==> config.mk <==
export PLATFORM = sky130hd
export DESIGN_NAME = asps_port
export DESIGN_NICKNAME = d
export VERILOG_FILES = /design/src/asps_pkg.sv /design/src/asps_filter.sv /design/src/asps_port.sv
export VERILOG_INCLUDE_DIRS = /design/src
export SDC_FILE = /design/constraint.sdc
export NUM_CORES = 2
export LEC_CHECK = 0
export ABC_AREA = 1
export BUFFER_PORTS_ARGS = -buffer_cell sky130_fd_sc_hd__buf_2
export CAP_MARGIN = 20
export CORE_ASPECT_RATIO = 0.9
export CORE_UTILIZATION = 40
export CTS_CLUSTER_DIAMETER = 200
export DETAILED_ROUTE_END_ITERATION = 10
export PLACE_DENSITY = 0.63
export SLEW_MARGIN = 10
export SYNTH_ARGS = -nofsm -noshare
export SYNTH_HDL_FRONTEND = slang
export SYNTH_HIERARCHICAL = 1
export SYNTH_SLANG_ARGS = --single-unit
==> constraint.sdc <==
create_clock -name aclk -period 5 [get_ports aclk]
set_clock_uncertainty 0.2 [all_clocks]
set_input_delay 0.5 -clock aclk [delete_from_list [all_inputs] [get_ports aclk]]
set_output_delay 0.5 -clock aclk [all_outputs]
set_load 0.05 [all_outputs]
==> src/asps_map.svh <==
// register map, timing counts and field positions of the axis select parallel port
`ifndef ASPS_MAP_SVH
`define ASPS_MAP_SVH

`define ASPS_CLK_HZ 10000000
`define ASPS_FILTER_MS 10
`define ASPS_FAST_MS 4
`define ASPS_CLEAR_MS 10
`define ASPS_CHECK_MS 1
`define ASPS_FILTER_CYC (`ASPS_FILTER_MS * (`ASPS_CLK_HZ / 1000))
`define ASPS_FAST_CYC (`ASPS_FAST_MS * (`ASPS_CLK_HZ / 1000))
`define ASPS_CLEAR_CYC (`ASPS_CLEAR_MS * (`ASPS_CLK_HZ / 1000))
`define ASPS_CHECK_CYC (`ASPS_CHECK_MS * (`ASPS_CLK_HZ / 1000))

`define ASPS_REG_CTRL 8'h00
`define ASPS_REG_STATUS 8'h04
`define ASPS_REG_IRQ_STAT 8'h08
`define ASPS_REG_IRQ_CLR 8'h0C
`define ASPS_REG_IRQ_EN 8'h10
`define ASPS_REG_ERR_RING 8'h14
`define ASPS_REG_PRESET_HI 3'h1

`define ASPS_CTRL_FAST 0
`define ASPS_CTRL_CNT_LSB 4
`define ASPS_AXES_RST 3'h7
`define ASPS_TMO_LIMIT 3'h5

`define ASPS_IRQ_STROBE 0
`define ASPS_IRQ_INVALID 1
`define ASPS_IRQ_NOTREADY 2
`define ASPS_IRQ_PRESET 3

`define ASPS_ERR_INVALID 4'h1
`define ASPS_ERR_MISSING 4'h2
`define ASPS_ERR_READBACK 4'h3
`define ASPS_ERR_BADPOS 4'h4
`define ASPS_ERR_TIMEOUT 4'h5

`define ASPS_RESP_OKAY 2'h0
`define ASPS_RESP_SLVERR 2'h2

`endif

==> src/asps_pkg.sv <==
// types shared by the axis select parallel port files
package asps_pkg;
   localparam int CNT_W = 17;
   localparam int IN_N = 9;
   typedef logic [CNT_W-1:0] asps_cnt_t;

   typedef struct packed {
      logic preset_two;
      logic preset_one;
      logic release_req;
      logic hold;
      logic clear;
      logic strobe;
      logic [2:0] sel;
   } asps_in_t;

   typedef struct packed {
      logic [7:0] awaddr;
      logic awvalid;
      logic [31:0] wdata;
      logic [3:0] wstrb;
      logic wvalid;
      logic bready;
      logic [7:0] araddr;
      logic arvalid;
      logic rready;
   } asps_axi_req_t;

   typedef struct packed {
      logic awready;
      logic wready;
      logic [1:0] bresp;
      logic bvalid;
      logic arready;
      logic [31:0] rdata;
      logic [1:0] rresp;
      logic rvalid;
   } asps_axi_rsp_t;

   typedef struct packed {
      logic [IN_N-1:0] sync1;
      logic [IN_N-1:0] sync2;
      logic [IN_N-1:0] level;
      logic [IN_N-1:0][CNT_W-1:0] cnt;
   } asps_filt_t;

   typedef struct packed {
      logic aw_held;
      logic [7:0] awaddr;
      logic w_held;
      logic [31:0] wdata;
      logic [3:0] wstrb;
      logic bvalid;
      logic [1:0] bresp;
      logic rvalid;
      logic [31:0] rdata;
      logic [1:0] rresp;
      logic fast;
      logic [2:0] axis_count;
      logic [7:0][19:0] preset;
      logic [7:0][19:0] offset;
      asps_in_t in_d;
      logic [2:0] axis;
      logic [23:0] dout;
      logic oe_n;
      logic ready;
      logic fault;
      logic [2:0] tmo_cnt;
      logic clr_wait;
      logic [CNT_W-1:0] clr_cnt;
      logic [CNT_W-1:0] chk_cnt;
      logic [3:0][3:0] ring;
      logic [2:0] ring_cnt;
      logic [1:0] ring_ptr;
      logic [3:0] irq_stat;
      logic [3:0] irq_en;
   } asps_state_t;
endpackage

==> src/asps_filter.sv <==
// two-flop synchroniser and stability filter for the control inputs
`timescale 1ns/1ps
`default_nettype none
module asps_filter #(
   parameter int SLOW_CYCLES = 100000,
   parameter int FAST_CYCLES = 40000
) (
   input wire logic aclk,
   input wire logic aresetn,
   input wire logic fast,
   input wire logic [asps_pkg::IN_N-1:0] raw,
   output logic [asps_pkg::IN_N-1:0] level
);
   asps_pkg::asps_filt_t s;
   asps_pkg::asps_filt_t n;
   asps_pkg::asps_cnt_t last;

   always_comb
   begin
      n = s;
      last = fast ? asps_pkg::asps_cnt_t'(FAST_CYCLES - 1)
                  : asps_pkg::asps_cnt_t'(SLOW_CYCLES - 1);
      n.sync1 = raw;
      n.sync2 = s.sync1;
      for (int i = 0; i < asps_pkg::IN_N; i++)
      begin
         // any return to the accepted level restarts the stability count
         if (s.sync2[i] == s.level[i])
         begin
            n.cnt[i] = '0;
         end
         else if (s.cnt[i] == last)
         begin
            n.level[i] = s.sync2[i];
            n.cnt[i] = '0;
         end
         else
         begin
            n.cnt[i] = s.cnt[i] + 1'b1;
         end
      end
   end

   always_ff @(posedge aclk)
   begin
      if (!aresetn)
      begin
         s <= '0;
      end
      else
      begin
         s <= n;
      end
   end

   assign level = s.level;
endmodule
`default_nettype wire

==> src/asps_port.sv <==
// axis select parallel position port with AXI4-Lite control registers
//
// The register addresses and the AXI4-Lite register port are this design's own decisions.
`timescale 1ns/1ps
`default_nettype none
`include "asps_map.svh"
module asps_port #(
   parameter int FILTER_CYCLES = `ASPS_FILTER_CYC,
   parameter int FAST_CYCLES = `ASPS_FAST_CYC,
   parameter int CLEAR_CYCLES = `ASPS_CLEAR_CYC,
   parameter int CHECK_CYCLES = `ASPS_CHECK_CYC
) (
   input wire logic aclk,
   input wire logic aresetn,
   input wire asps_pkg::asps_axi_req_t axi_req,
   output asps_pkg::asps_axi_rsp_t axi_rsp,
   input wire logic axis_select_bit0,
   input wire logic axis_select_bit1,
   input wire logic axis_select_bit2,
   input wire logic axis_strobe_in,
   input wire logic clear_errors_in,
   input wire logic output_hold_in,
   input wire logic output_release_in,
   input wire logic preset_one_in,
   input wire logic preset_two_in,
   input wire logic [7:0][19:0] axis_position,
   input wire logic [7:0] axis_fault,
   input wire logic encoder_missing,
   input wire logic readback_mismatch,
   input wire logic bad_position,
   input wire logic measure_timeout,
   input wire logic measure_done,
   output logic [23:0] parallel_data_out,
   output logic parallel_data_oe_n,
   output logic ready_relay_out,
   output logic irq
);
   asps_pkg::asps_state_t s;
   asps_pkg::asps_state_t n;
   asps_pkg::asps_in_t raw;
   asps_pkg::asps_in_t fin;
   logic [asps_pkg::IN_N-1:0] fin_bits;
   logic strobe_rise;
   logic preset_rise;
   logic clear_rise;
   logic check_tick;
   logic any_fault;
   logic wr_go;
   logic [3:0] irq_set;
   logic [3:0] irq_clr;
   logic [31:0] rd;
   logic [1:0] rresp;
   logic [31:0] wtmp;
   logic [19:0] pos;

   function automatic logic [31:0] merge(
      input logic [31:0] old,
      input logic [31:0] nw,
      input logic [3:0] strb
   );
      logic [31:0] r;
      r = old;
      for (int b = 0; b < 4; b++)
      begin
         if (strb[b])
         begin
            r[8*b +: 8] = nw[8*b +: 8];
         end
      end
      return r;
   endfunction

   function automatic logic is_preset(input logic [7:0] a);
      return (a[7:5] == `ASPS_REG_PRESET_HI) && (a[4:2] != 3'h0);
   endfunction

   assign raw.sel = {axis_select_bit2, axis_select_bit1, axis_select_bit0};
   assign raw.strobe = axis_strobe_in;
   assign raw.clear = clear_errors_in;
   assign raw.hold = output_hold_in;
   assign raw.release_req = output_release_in;
   assign raw.preset_one = preset_one_in;
   assign raw.preset_two = preset_two_in;

   // every select and control pin goes through the synchroniser and the stability filter
   asps_filter #(
      .SLOW_CYCLES(FILTER_CYCLES),
      .FAST_CYCLES(FAST_CYCLES)
   ) u_filter (
      .aclk(aclk),
      .aresetn(aresetn),
      .fast(s.fast),
      .raw(raw),
      .level(fin_bits)
   );
   assign fin = fin_bits;

   assign strobe_rise = fin.strobe && !s.in_d.strobe;
   assign preset_rise = (fin.preset_one && !s.in_d.preset_one)
                     || (fin.preset_two && !s.in_d.preset_two);
   assign clear_rise = fin.clear && !s.in_d.clear;
   assign check_tick = (s.chk_cnt == '0);
   assign any_fault = encoder_missing || readback_mismatch || bad_position
                   || (s.tmo_cnt >= `ASPS_TMO_LIMIT);
   assign wr_go = s.aw_held && s.w_held && !s.bvalid;

   always_comb
   begin
      n = s;
      irq_set = '0;
      irq_clr = '0;
      rd = '0;
      rresp = `ASPS_RESP_OKAY;
      wtmp = '0;
      pos = '0;
      n.in_d = fin;

      // write channel: address and data may arrive in either order
      if (axi_req.awvalid && !s.aw_held && !s.bvalid)
      begin
         n.aw_held = 1'b1;
         n.awaddr = axi_req.awaddr;
      end
      if (axi_req.wvalid && !s.w_held && !s.bvalid)
      begin
         n.w_held = 1'b1;
         n.wdata = axi_req.wdata;
         n.wstrb = axi_req.wstrb;
      end
      if (s.bvalid && axi_req.bready)
      begin
         n.bvalid = 1'b0;
      end
      if (wr_go)
      begin
         n.aw_held = 1'b0;
         n.w_held = 1'b0;
         n.bvalid = 1'b1;
         n.bresp = `ASPS_RESP_OKAY;
         case ({s.awaddr[7:2], 2'b00})
            `ASPS_REG_CTRL:
            begin
               wtmp = merge({25'h0, s.axis_count, 3'h0, s.fast}, s.wdata, s.wstrb);
               n.fast = wtmp[`ASPS_CTRL_FAST];
               n.axis_count = wtmp[`ASPS_CTRL_CNT_LSB +: 3];
            end
            `ASPS_REG_IRQ_CLR:
            begin
               wtmp = merge(32'h0, s.wdata, s.wstrb);
               irq_clr = wtmp[3:0];
            end
            `ASPS_REG_IRQ_EN:
            begin
               wtmp = merge({28'h0, s.irq_en}, s.wdata, s.wstrb);
               n.irq_en = wtmp[3:0];
            end
            `ASPS_REG_STATUS, `ASPS_REG_IRQ_STAT, `ASPS_REG_ERR_RING:
            begin
               n.bresp = `ASPS_RESP_OKAY;
            end
            default:
            begin
               if (is_preset(s.awaddr))
               begin
                  wtmp = merge({12'h0, s.preset[s.awaddr[4:2]]}, s.wdata, s.wstrb);
                  n.preset[s.awaddr[4:2]] = wtmp[19:0];
               end
               else
               begin
                  n.bresp = `ASPS_RESP_SLVERR;
               end
            end
         endcase
      end

      // read channel: one read outstanding, answer registered
      if (s.rvalid && axi_req.rready)
      begin
         n.rvalid = 1'b0;
      end
      if (axi_req.arvalid && !s.rvalid)
      begin
         case ({axi_req.araddr[7:2], 2'b00})
            `ASPS_REG_CTRL:
            begin
               rd = {25'h0, s.axis_count, 3'h0, s.fast};
            end
            `ASPS_REG_STATUS:
            begin
               rd = {21'h0, s.ring_cnt, s.tmo_cnt, s.fault, s.ready, s.axis};
            end
            `ASPS_REG_IRQ_STAT:
            begin
               rd = {28'h0, s.irq_stat};
            end
            `ASPS_REG_IRQ_CLR:
            begin
               rd = '0;
            end
            `ASPS_REG_IRQ_EN:
            begin
               rd = {28'h0, s.irq_en};
            end
            `ASPS_REG_ERR_RING:
            begin
               rd = {16'h0, s.ring};
            end
            default:
            begin
               if (is_preset(axi_req.araddr))
               begin
                  rd = {12'h0, s.preset[axi_req.araddr[4:2]]};
               end
               else
               begin
                  rresp = `ASPS_RESP_SLVERR;
               end
            end
         endcase
         n.rvalid = 1'b1;
         n.rdata = rd;
         n.rresp = rresp;
      end

      // axis selection on the filtered strobe edge
      if (strobe_rise)
      begin
         if (fin.sel == 3'h0)
         begin
            n.axis = 3'h0;
            irq_set[`ASPS_IRQ_STROBE] = 1'b1;
         end
         else if (fin.sel > s.axis_count)
         begin
            // last valid axis stays selected
            irq_set[`ASPS_IRQ_INVALID] = 1'b1;
            n.ring[s.ring_ptr] = `ASPS_ERR_INVALID;
            n.ring_ptr = s.ring_ptr + 2'h1;
            n.ring_cnt = (s.ring_cnt == 3'h4) ? s.ring_cnt : s.ring_cnt + 3'h1;
         end
         else
         begin
            n.axis = fin.sel;
            irq_set[`ASPS_IRQ_STROBE] = 1'b1;
         end
      end

      // preset shifts the shown value of the selected axis to its preset
      if (preset_rise && (s.axis != 3'h0))
      begin
         n.offset[s.axis] = s.preset[s.axis] - axis_position[s.axis];
         irq_set[`ASPS_IRQ_PRESET] = 1'b1;
      end

      // output word is rebuilt every cycle that hold is low from the selection in force
      pos = axis_position[s.axis] + s.offset[s.axis];
      if (!fin.hold)
      begin
         if (s.axis == 3'h0)
         begin
            n.dout = '0;
         end
         else
         begin
            n.dout = {s.axis, axis_fault[s.axis], pos};
         end
      end
      n.oe_n = fin.release_req;

      // consecutive time-outs count up, a good measurement restarts the run
      if (measure_done)
      begin
         n.tmo_cnt = 3'h0;
      end
      else if (measure_timeout && (s.tmo_cnt < `ASPS_TMO_LIMIT))
      begin
         n.tmo_cnt = s.tmo_cnt + 3'h1;
      end

      // periodic self-check; a latched fault keeps the relay open until cleared
      n.chk_cnt = check_tick ? asps_pkg::asps_cnt_t'(CHECK_CYCLES - 1)
                             : s.chk_cnt - 1'b1;
      if (check_tick)
      begin
         if (any_fault)
         begin
            n.fault = 1'b1;
            n.ready = 1'b0;
            if (s.ready)
            begin
               irq_set[`ASPS_IRQ_NOTREADY] = 1'b1;
            end
            if (!s.fault)
            begin
               n.ring[s.ring_ptr] = encoder_missing ? `ASPS_ERR_MISSING
                                  : readback_mismatch ? `ASPS_ERR_READBACK
                                  : bad_position ? `ASPS_ERR_BADPOS
                                  : `ASPS_ERR_TIMEOUT;
               n.ring_ptr = s.ring_ptr + 2'h1;
               n.ring_cnt = (s.ring_cnt == 3'h4) ? s.ring_cnt : s.ring_cnt + 3'h1;
            end
         end
         else if (!s.fault && !s.clr_wait)
         begin
            n.ready = 1'b1;
         end
      end

      // clearing empties the ring and re-arms the relay after the delay
      if (clear_rise)
      begin
         n.clr_wait = 1'b1;
         n.clr_cnt = asps_pkg::asps_cnt_t'(CLEAR_CYCLES - 1);
         n.ring = '0;
         n.ring_cnt = 3'h0;
         n.ring_ptr = 2'h0;
      end
      else if (s.clr_wait)
      begin
         if (s.clr_cnt == '0)
         begin
            n.clr_wait = 1'b0;
            n.fault = 1'b0;
            n.ready = 1'b1;
         end
         else
         begin
            n.clr_cnt = s.clr_cnt - 1'b1;
         end
      end

      // a new event beats a clear written in the same cycle
      n.irq_stat = (s.irq_stat & ~irq_clr) | irq_set;
   end

   always_ff @(posedge aclk)
   begin
      if (!aresetn)
      begin
         s <= '0;
         s.axis_count <= `ASPS_AXES_RST;
         s.oe_n <= 1'b1;
         s.chk_cnt <= asps_pkg::asps_cnt_t'(CHECK_CYCLES - 1);
      end
      else
      begin
         s <= n;
      end
   end

   assign axi_rsp.awready = !s.aw_held && !s.bvalid;
   assign axi_rsp.wready = !s.w_held && !s.bvalid;
   assign axi_rsp.bvalid = s.bvalid;
   assign axi_rsp.bresp = s.bresp;
   assign axi_rsp.arready = !s.rvalid;
   assign axi_rsp.rvalid = s.rvalid;
   assign axi_rsp.rdata = s.rdata;
   assign axi_rsp.rresp = s.rresp;

   assign parallel_data_out = s.dout;
   assign parallel_data_oe_n = s.oe_n;
   assign ready_relay_out = s.ready;
   assign irq = |(s.irq_stat & s.irq_en);
endmodule
`default_nettype wire

## Yosys cells after proc, flatten, opt, wreduce, memory -nomap -nowiden

Cells that the tools add are included.

- Register bits after elaboration: 676
- Logic and storage cells: 308

- Equality and inequality tests: 33
- Bitwise operators: 19
- Reductions and logical operators: 80
- Multiplexer cells: 80
- Order comparisons: 10
- Add/sub/neg operators: 16

Operators by type and width:

| operator | number |
|---|---|
| $bwmux 160 | 2 |
| $bmux 20 s3 | 5 |
| $mux 20 | 8 |
| $add 17x1->17 const B | 9 |
| $eq 17x17->1 | 9 |
| $mux 21 | 6 |
| $demux 20 s3 | 2 |
| $pmux 20 s6 | 1 |
| $mux 8 | 8 |
| $mux 18 | 2 |
| $mux 35 | 1 |
| $logic_not 17->1 | 2 |
| $mux 17 | 2 |
| $sub 17x1->17 const B | 2 |
| $mux 4 | 8 |
| $reduce_or 3->1 | 9 |
| $eq 6x2->1 const B | 4 |
| $eq 6x3->1 const B | 4 |
| $mux 24 | 1 |
| $reduce_and 2->1 | 12 |
| $logic_and 1x1->1 | 23 |
| $add 20x20->20 | 1 |
| $sub 20x20->20 | 1 |
| $mux 2 | 9 |
| other kinds (35) | 107 |

## Logic depth before layout (Yosys ltp)

- Word-level depth: 13
- Mapped depth: 23

## Hierarchy

Netlist, hierarchy kept.

Modules (own cells, without submodules):

| module | area each (um2) | seq. area each (um2) | cells each | instances |
|---|---|---|---|---|
| asps_port | 26142.6 | 9609.2 | 3804 | 1 |
| asps_filter | 8519.4 | 3603.5 | 1222 | 1 |

## Worst setup path after synthesis

Ideal clock, no wire load.

- Path type: reg-to-reg
- Start: register, netlist name s[94]
- End: register, netlist name s[158]
- Setup slack: 1.368 ns
- Data arrival time: 3.323 ns
- Buffers on the path: 3
- Stages on the path, launching flop included: 20
- Clock period less this slack: 3.632 ns
- Setup time: 0.109 ns
- Required time: 4.691 ns
- Cell sequence: dfxtp_1 -> buf_4 -> buf_2 -> nand2_2 -> inv_1 -> buf_2 -> a22o_1 -> a221oi_1 -> nand4_1 -> ha_1 -> fa_1 -> nand3b_1 -> nand2_1 -> a21oi_1 -> o21ai_0 -> nand2_1 -> nand3_1 -> nand3_1 -> nand2_1 -> inv_1

==> impl_metrics.json <==
{
  "overflow": 0,
  "setup_ws_ps": 212,
  "dr.pass1.iters": 9,
  "crit_top_cell": "nand2_1",
  "syn_area_mm2": 0.0347,
  "ios": 309,
  "cp_max_fo": 22,
  "cp_data_required_time_ps": 5360,
  "dp_cells": 6229,
  "critPathCaptureType": "register",
  "max_cap_viol_count": 0,
  "critPathBufInv": 4,
  "slew_viol_final": 0,
  "coreArea_mm2": 0.0859,
  "insertion_delay_ps": 620,
  "slowest_delay_ps": 550,
  "grt_max_degree": 103,
  "final_util_pct": 46.0,
  "synth_cell_types": 57,
  "layout_common_cells": "nand2_1 (826), inv_1 (661), nor2_1 (659), dfxtp_1 (659), a21oi_1 (477)",
  "worstSetupStartpointType": "register",
  "clkSinkCount": 660,
  "hold_violations": 0,
  "setup-tns-final_ps": 0,
  "path_cells": "nand2_1, inv_1, nand2_1, inv_2, buf_4, a22oi_1, o2111ai_1, ha_1, a21oi_1, nand2_1, a21oi_1, o21ai_0, xor2_1, o21ai_0, inv_1",
  "synth_edf_count": 0,
  "ys_ff_latch": 660,
  "yosys_warnings": 6,
  "design_area_mm2": 0.0395,
  "p_leak_nw": 16.8,
  "p_per_area_mw_per_mm2": 297,
  "fin_nets": 5511,
  "status": "finished, final reports clean",
  "synth_area_per_cell_um2": 6.90,
  "setup_viol": 0,
  "grt_first_pass_wirelength_mm": 176,
  "rsz0062_at_grt": "false",
  "dr.first_iter.drc_count": 3119,
  "postCtsSetupBuffers": 0,
  "layout_min_cycle_time_ps": 4790,
  "num_vias": 34300,
  "clk_pin_slew_ps": 60,
  "fp.dieArea_mm2": 0.0878,
  "tightest_slew_ps": 1090,
  "hold_path_class": "in2reg",
  "maxSlewHeadroom_pct": 26.8,
  "drc": 0,
  "instances_no_fill": 6407,
  "syn_to_final_growth_pct": 13.9,
  "crit_arrival_ps": 5140,
  "drive_gt1_share_pct": 10.6,
  "wire_per_inst_um": 17.9,
  "ant_nets": 0,
  "fmax_mhz": 209,
  "cts-root-buf": "clkbuf_16",
  "vdd_drop_max_mv": 0.196,
  "synthFlopType": "dfxtp_1",
  "dp_slack_ps": 333,
  "start_util_pct": 40.4,
  "die_w_um": 312,
  "antenna_found_initial": 3,
  "cts_tree": "yes",
  "grt_pass1_vias": 31300,
  "fin_crit_sh_pct": 95.8,
  "crit_family": "buffers and inverters",
  "critPathKind": "reg2reg",
  "rows": 102,
  "drt-vias-per-instance": 5.36,
  "place_area_mm2": 0.0366,
  "syn_inst": 5026,
  "gp_congestion": 0.948,
  "synth_seq_area_share_pct": 38.1,
  "h-tree-depth": 3,
  "place_hpwl_mm": 78.1,
  "finalPower_mw": 11.7,
  "track_usage_pct": 25.2,
  "cts_buffers": 74,
  "final_common_cell": "nand2_1",
  "clk_path_buf_depth": 3,
  "critPathSlowestCell": "xor2_1",
  "io_buffers": 276,
  "die_height_um": 281,
  "whs_ps": 39.5,
  "drt_wl_total_mm": 115,
  "synth-async-reset-ratio_pct": 0
}
## area by class of cell
type	count	area [um2]
Clock inverter	20	189
Timing Repair Buffer	393	2420
Multi-Input combinational cell	3394	17400
Fill cell	8794	46400
Inverter	685	2580
Tap cell	1144	1430
Sequential cell	660	13200
Antenna cell	1	2.50
Clock buffer	110	2230
## worst register-to-register path, stage by stage, from the launching register on
cell,delay [ps]
dfxtp_1,520
nand2_1,90
inv_1,250
nand2_1,420
inv_2,430
buf_4,460
a22oi_1,140
o2111ai_1,230
ha_1,380
a21oi_1,220
nand2_1,160
a21oi_1,240
o21ai_0,190
xor2_1,550
o21ai_0,180
inv_1,80
## state kept, by name, summed over array words and instances (netlist names)
signal,flops
parallel_data_oe_n,1
axi_rsp,24
u_filter/level,9
parallel_data_out,24
s,430
u_filter/n,9
ready_relay_out,1
u_filter/s,162
## worst paths after layout
kind	start	endpoint	cells past startpoint	slack, ps
max	s[95]	s[255]	15	210
min	axi_req[23]	s[479]	3	40
max reg2reg	s[95]	s[255]	15	210
min reg2reg	s[29]	s[29]	1	210
## synthesized netlist by cell type (3+ instances only)
master / count / area [um2]
nand2_1: 826 / 3100
inv_1: 663 / 2490
nor2_1: 663 / 2490
dfxtp_1: 660 / 13200
a21oi_1: 477 / 2390
o21ai_0: 428 / 2140
nand3_1: 236 / 1180
clkbuf_1: 120 / 450
buf_4: 83 / 623
nand4_1: 70 / 438
buf_2: 69 / 345
xor2_1: 62 / 543
a221oi_1: 61 / 534
ha_1: 60 / 751
xnor2_1: 48 / 420
o221ai_1: 44 / 385
a22oi_1: 43 / 323
o22ai_1: 43 / 269
o21ai_1: 42 / 210
o211ai_1: 37 / 278
a22o_1: 36 / 315
nor3_1: 33 / 165
buf_1: 23 / 86.3
a21oi_2: 21 / 184
or2_2: 19 / 119
nand3b_1: 17 / 128
o2111ai_1: 17 / 149
inv_2: 14 / 52.6
o31ai_1: 13 / 97.6
nand2_2: 12 / 75.1
o2bb2ai_1: 10 / 87.6
nand3_2: 8 / 80.1
a211oi_1: 7 / 52.6
a31oi_1: 6 / 37.5
clkinv_1: 6 / 22.5
nor3_2: 6 / 60.1
o21bai_1: 6 / 45.0
a21o_1: 5 / 37.5
buf_6: 5 / 56.3
nor4_1: 3 / 18.8
## cell families after synthesis
kind of cell	share of synthesized area, %
and+or+nand+nor	22.9
other	0.0108
adders and majority gates	2.28
xor gates and xnor gates	2.78
AOI/OAI and AO/OA	22.0
DFF	38.1
buffers and inverters	11.9
## what timing repair did
action                                  4_1_cts  5_1_grt
resized for setup                             0        3
endpoints found under the setup margin        0        3
endpoints found under the hold margin        43        0
hold buffers                                 46        0
## where the power goes
group | switching [mW] | total (mW) | internal, mW
Combinational | 0.661 | 0.913 | 0.252
Clock | 2.24 | 5.47 | 3.23
Sequential | 0.0350 | 5.34 | 5.31
## metal layers
| metal | part of all wire (%) | wire (um) | GRT usage, % |
|---|---|---|---|
| met5 | 0 | 0 | 0 |
| met4 | 3.8 | 4310 | 9.83 |
| met3 | 8.9 | 10200 | 5.10 |
| met2 | 43 | 48700 | 38.8 |
| met1 | 45 | 51300 | 34.3 |
No activity file was read; power rests on OpenSTA's default activity.
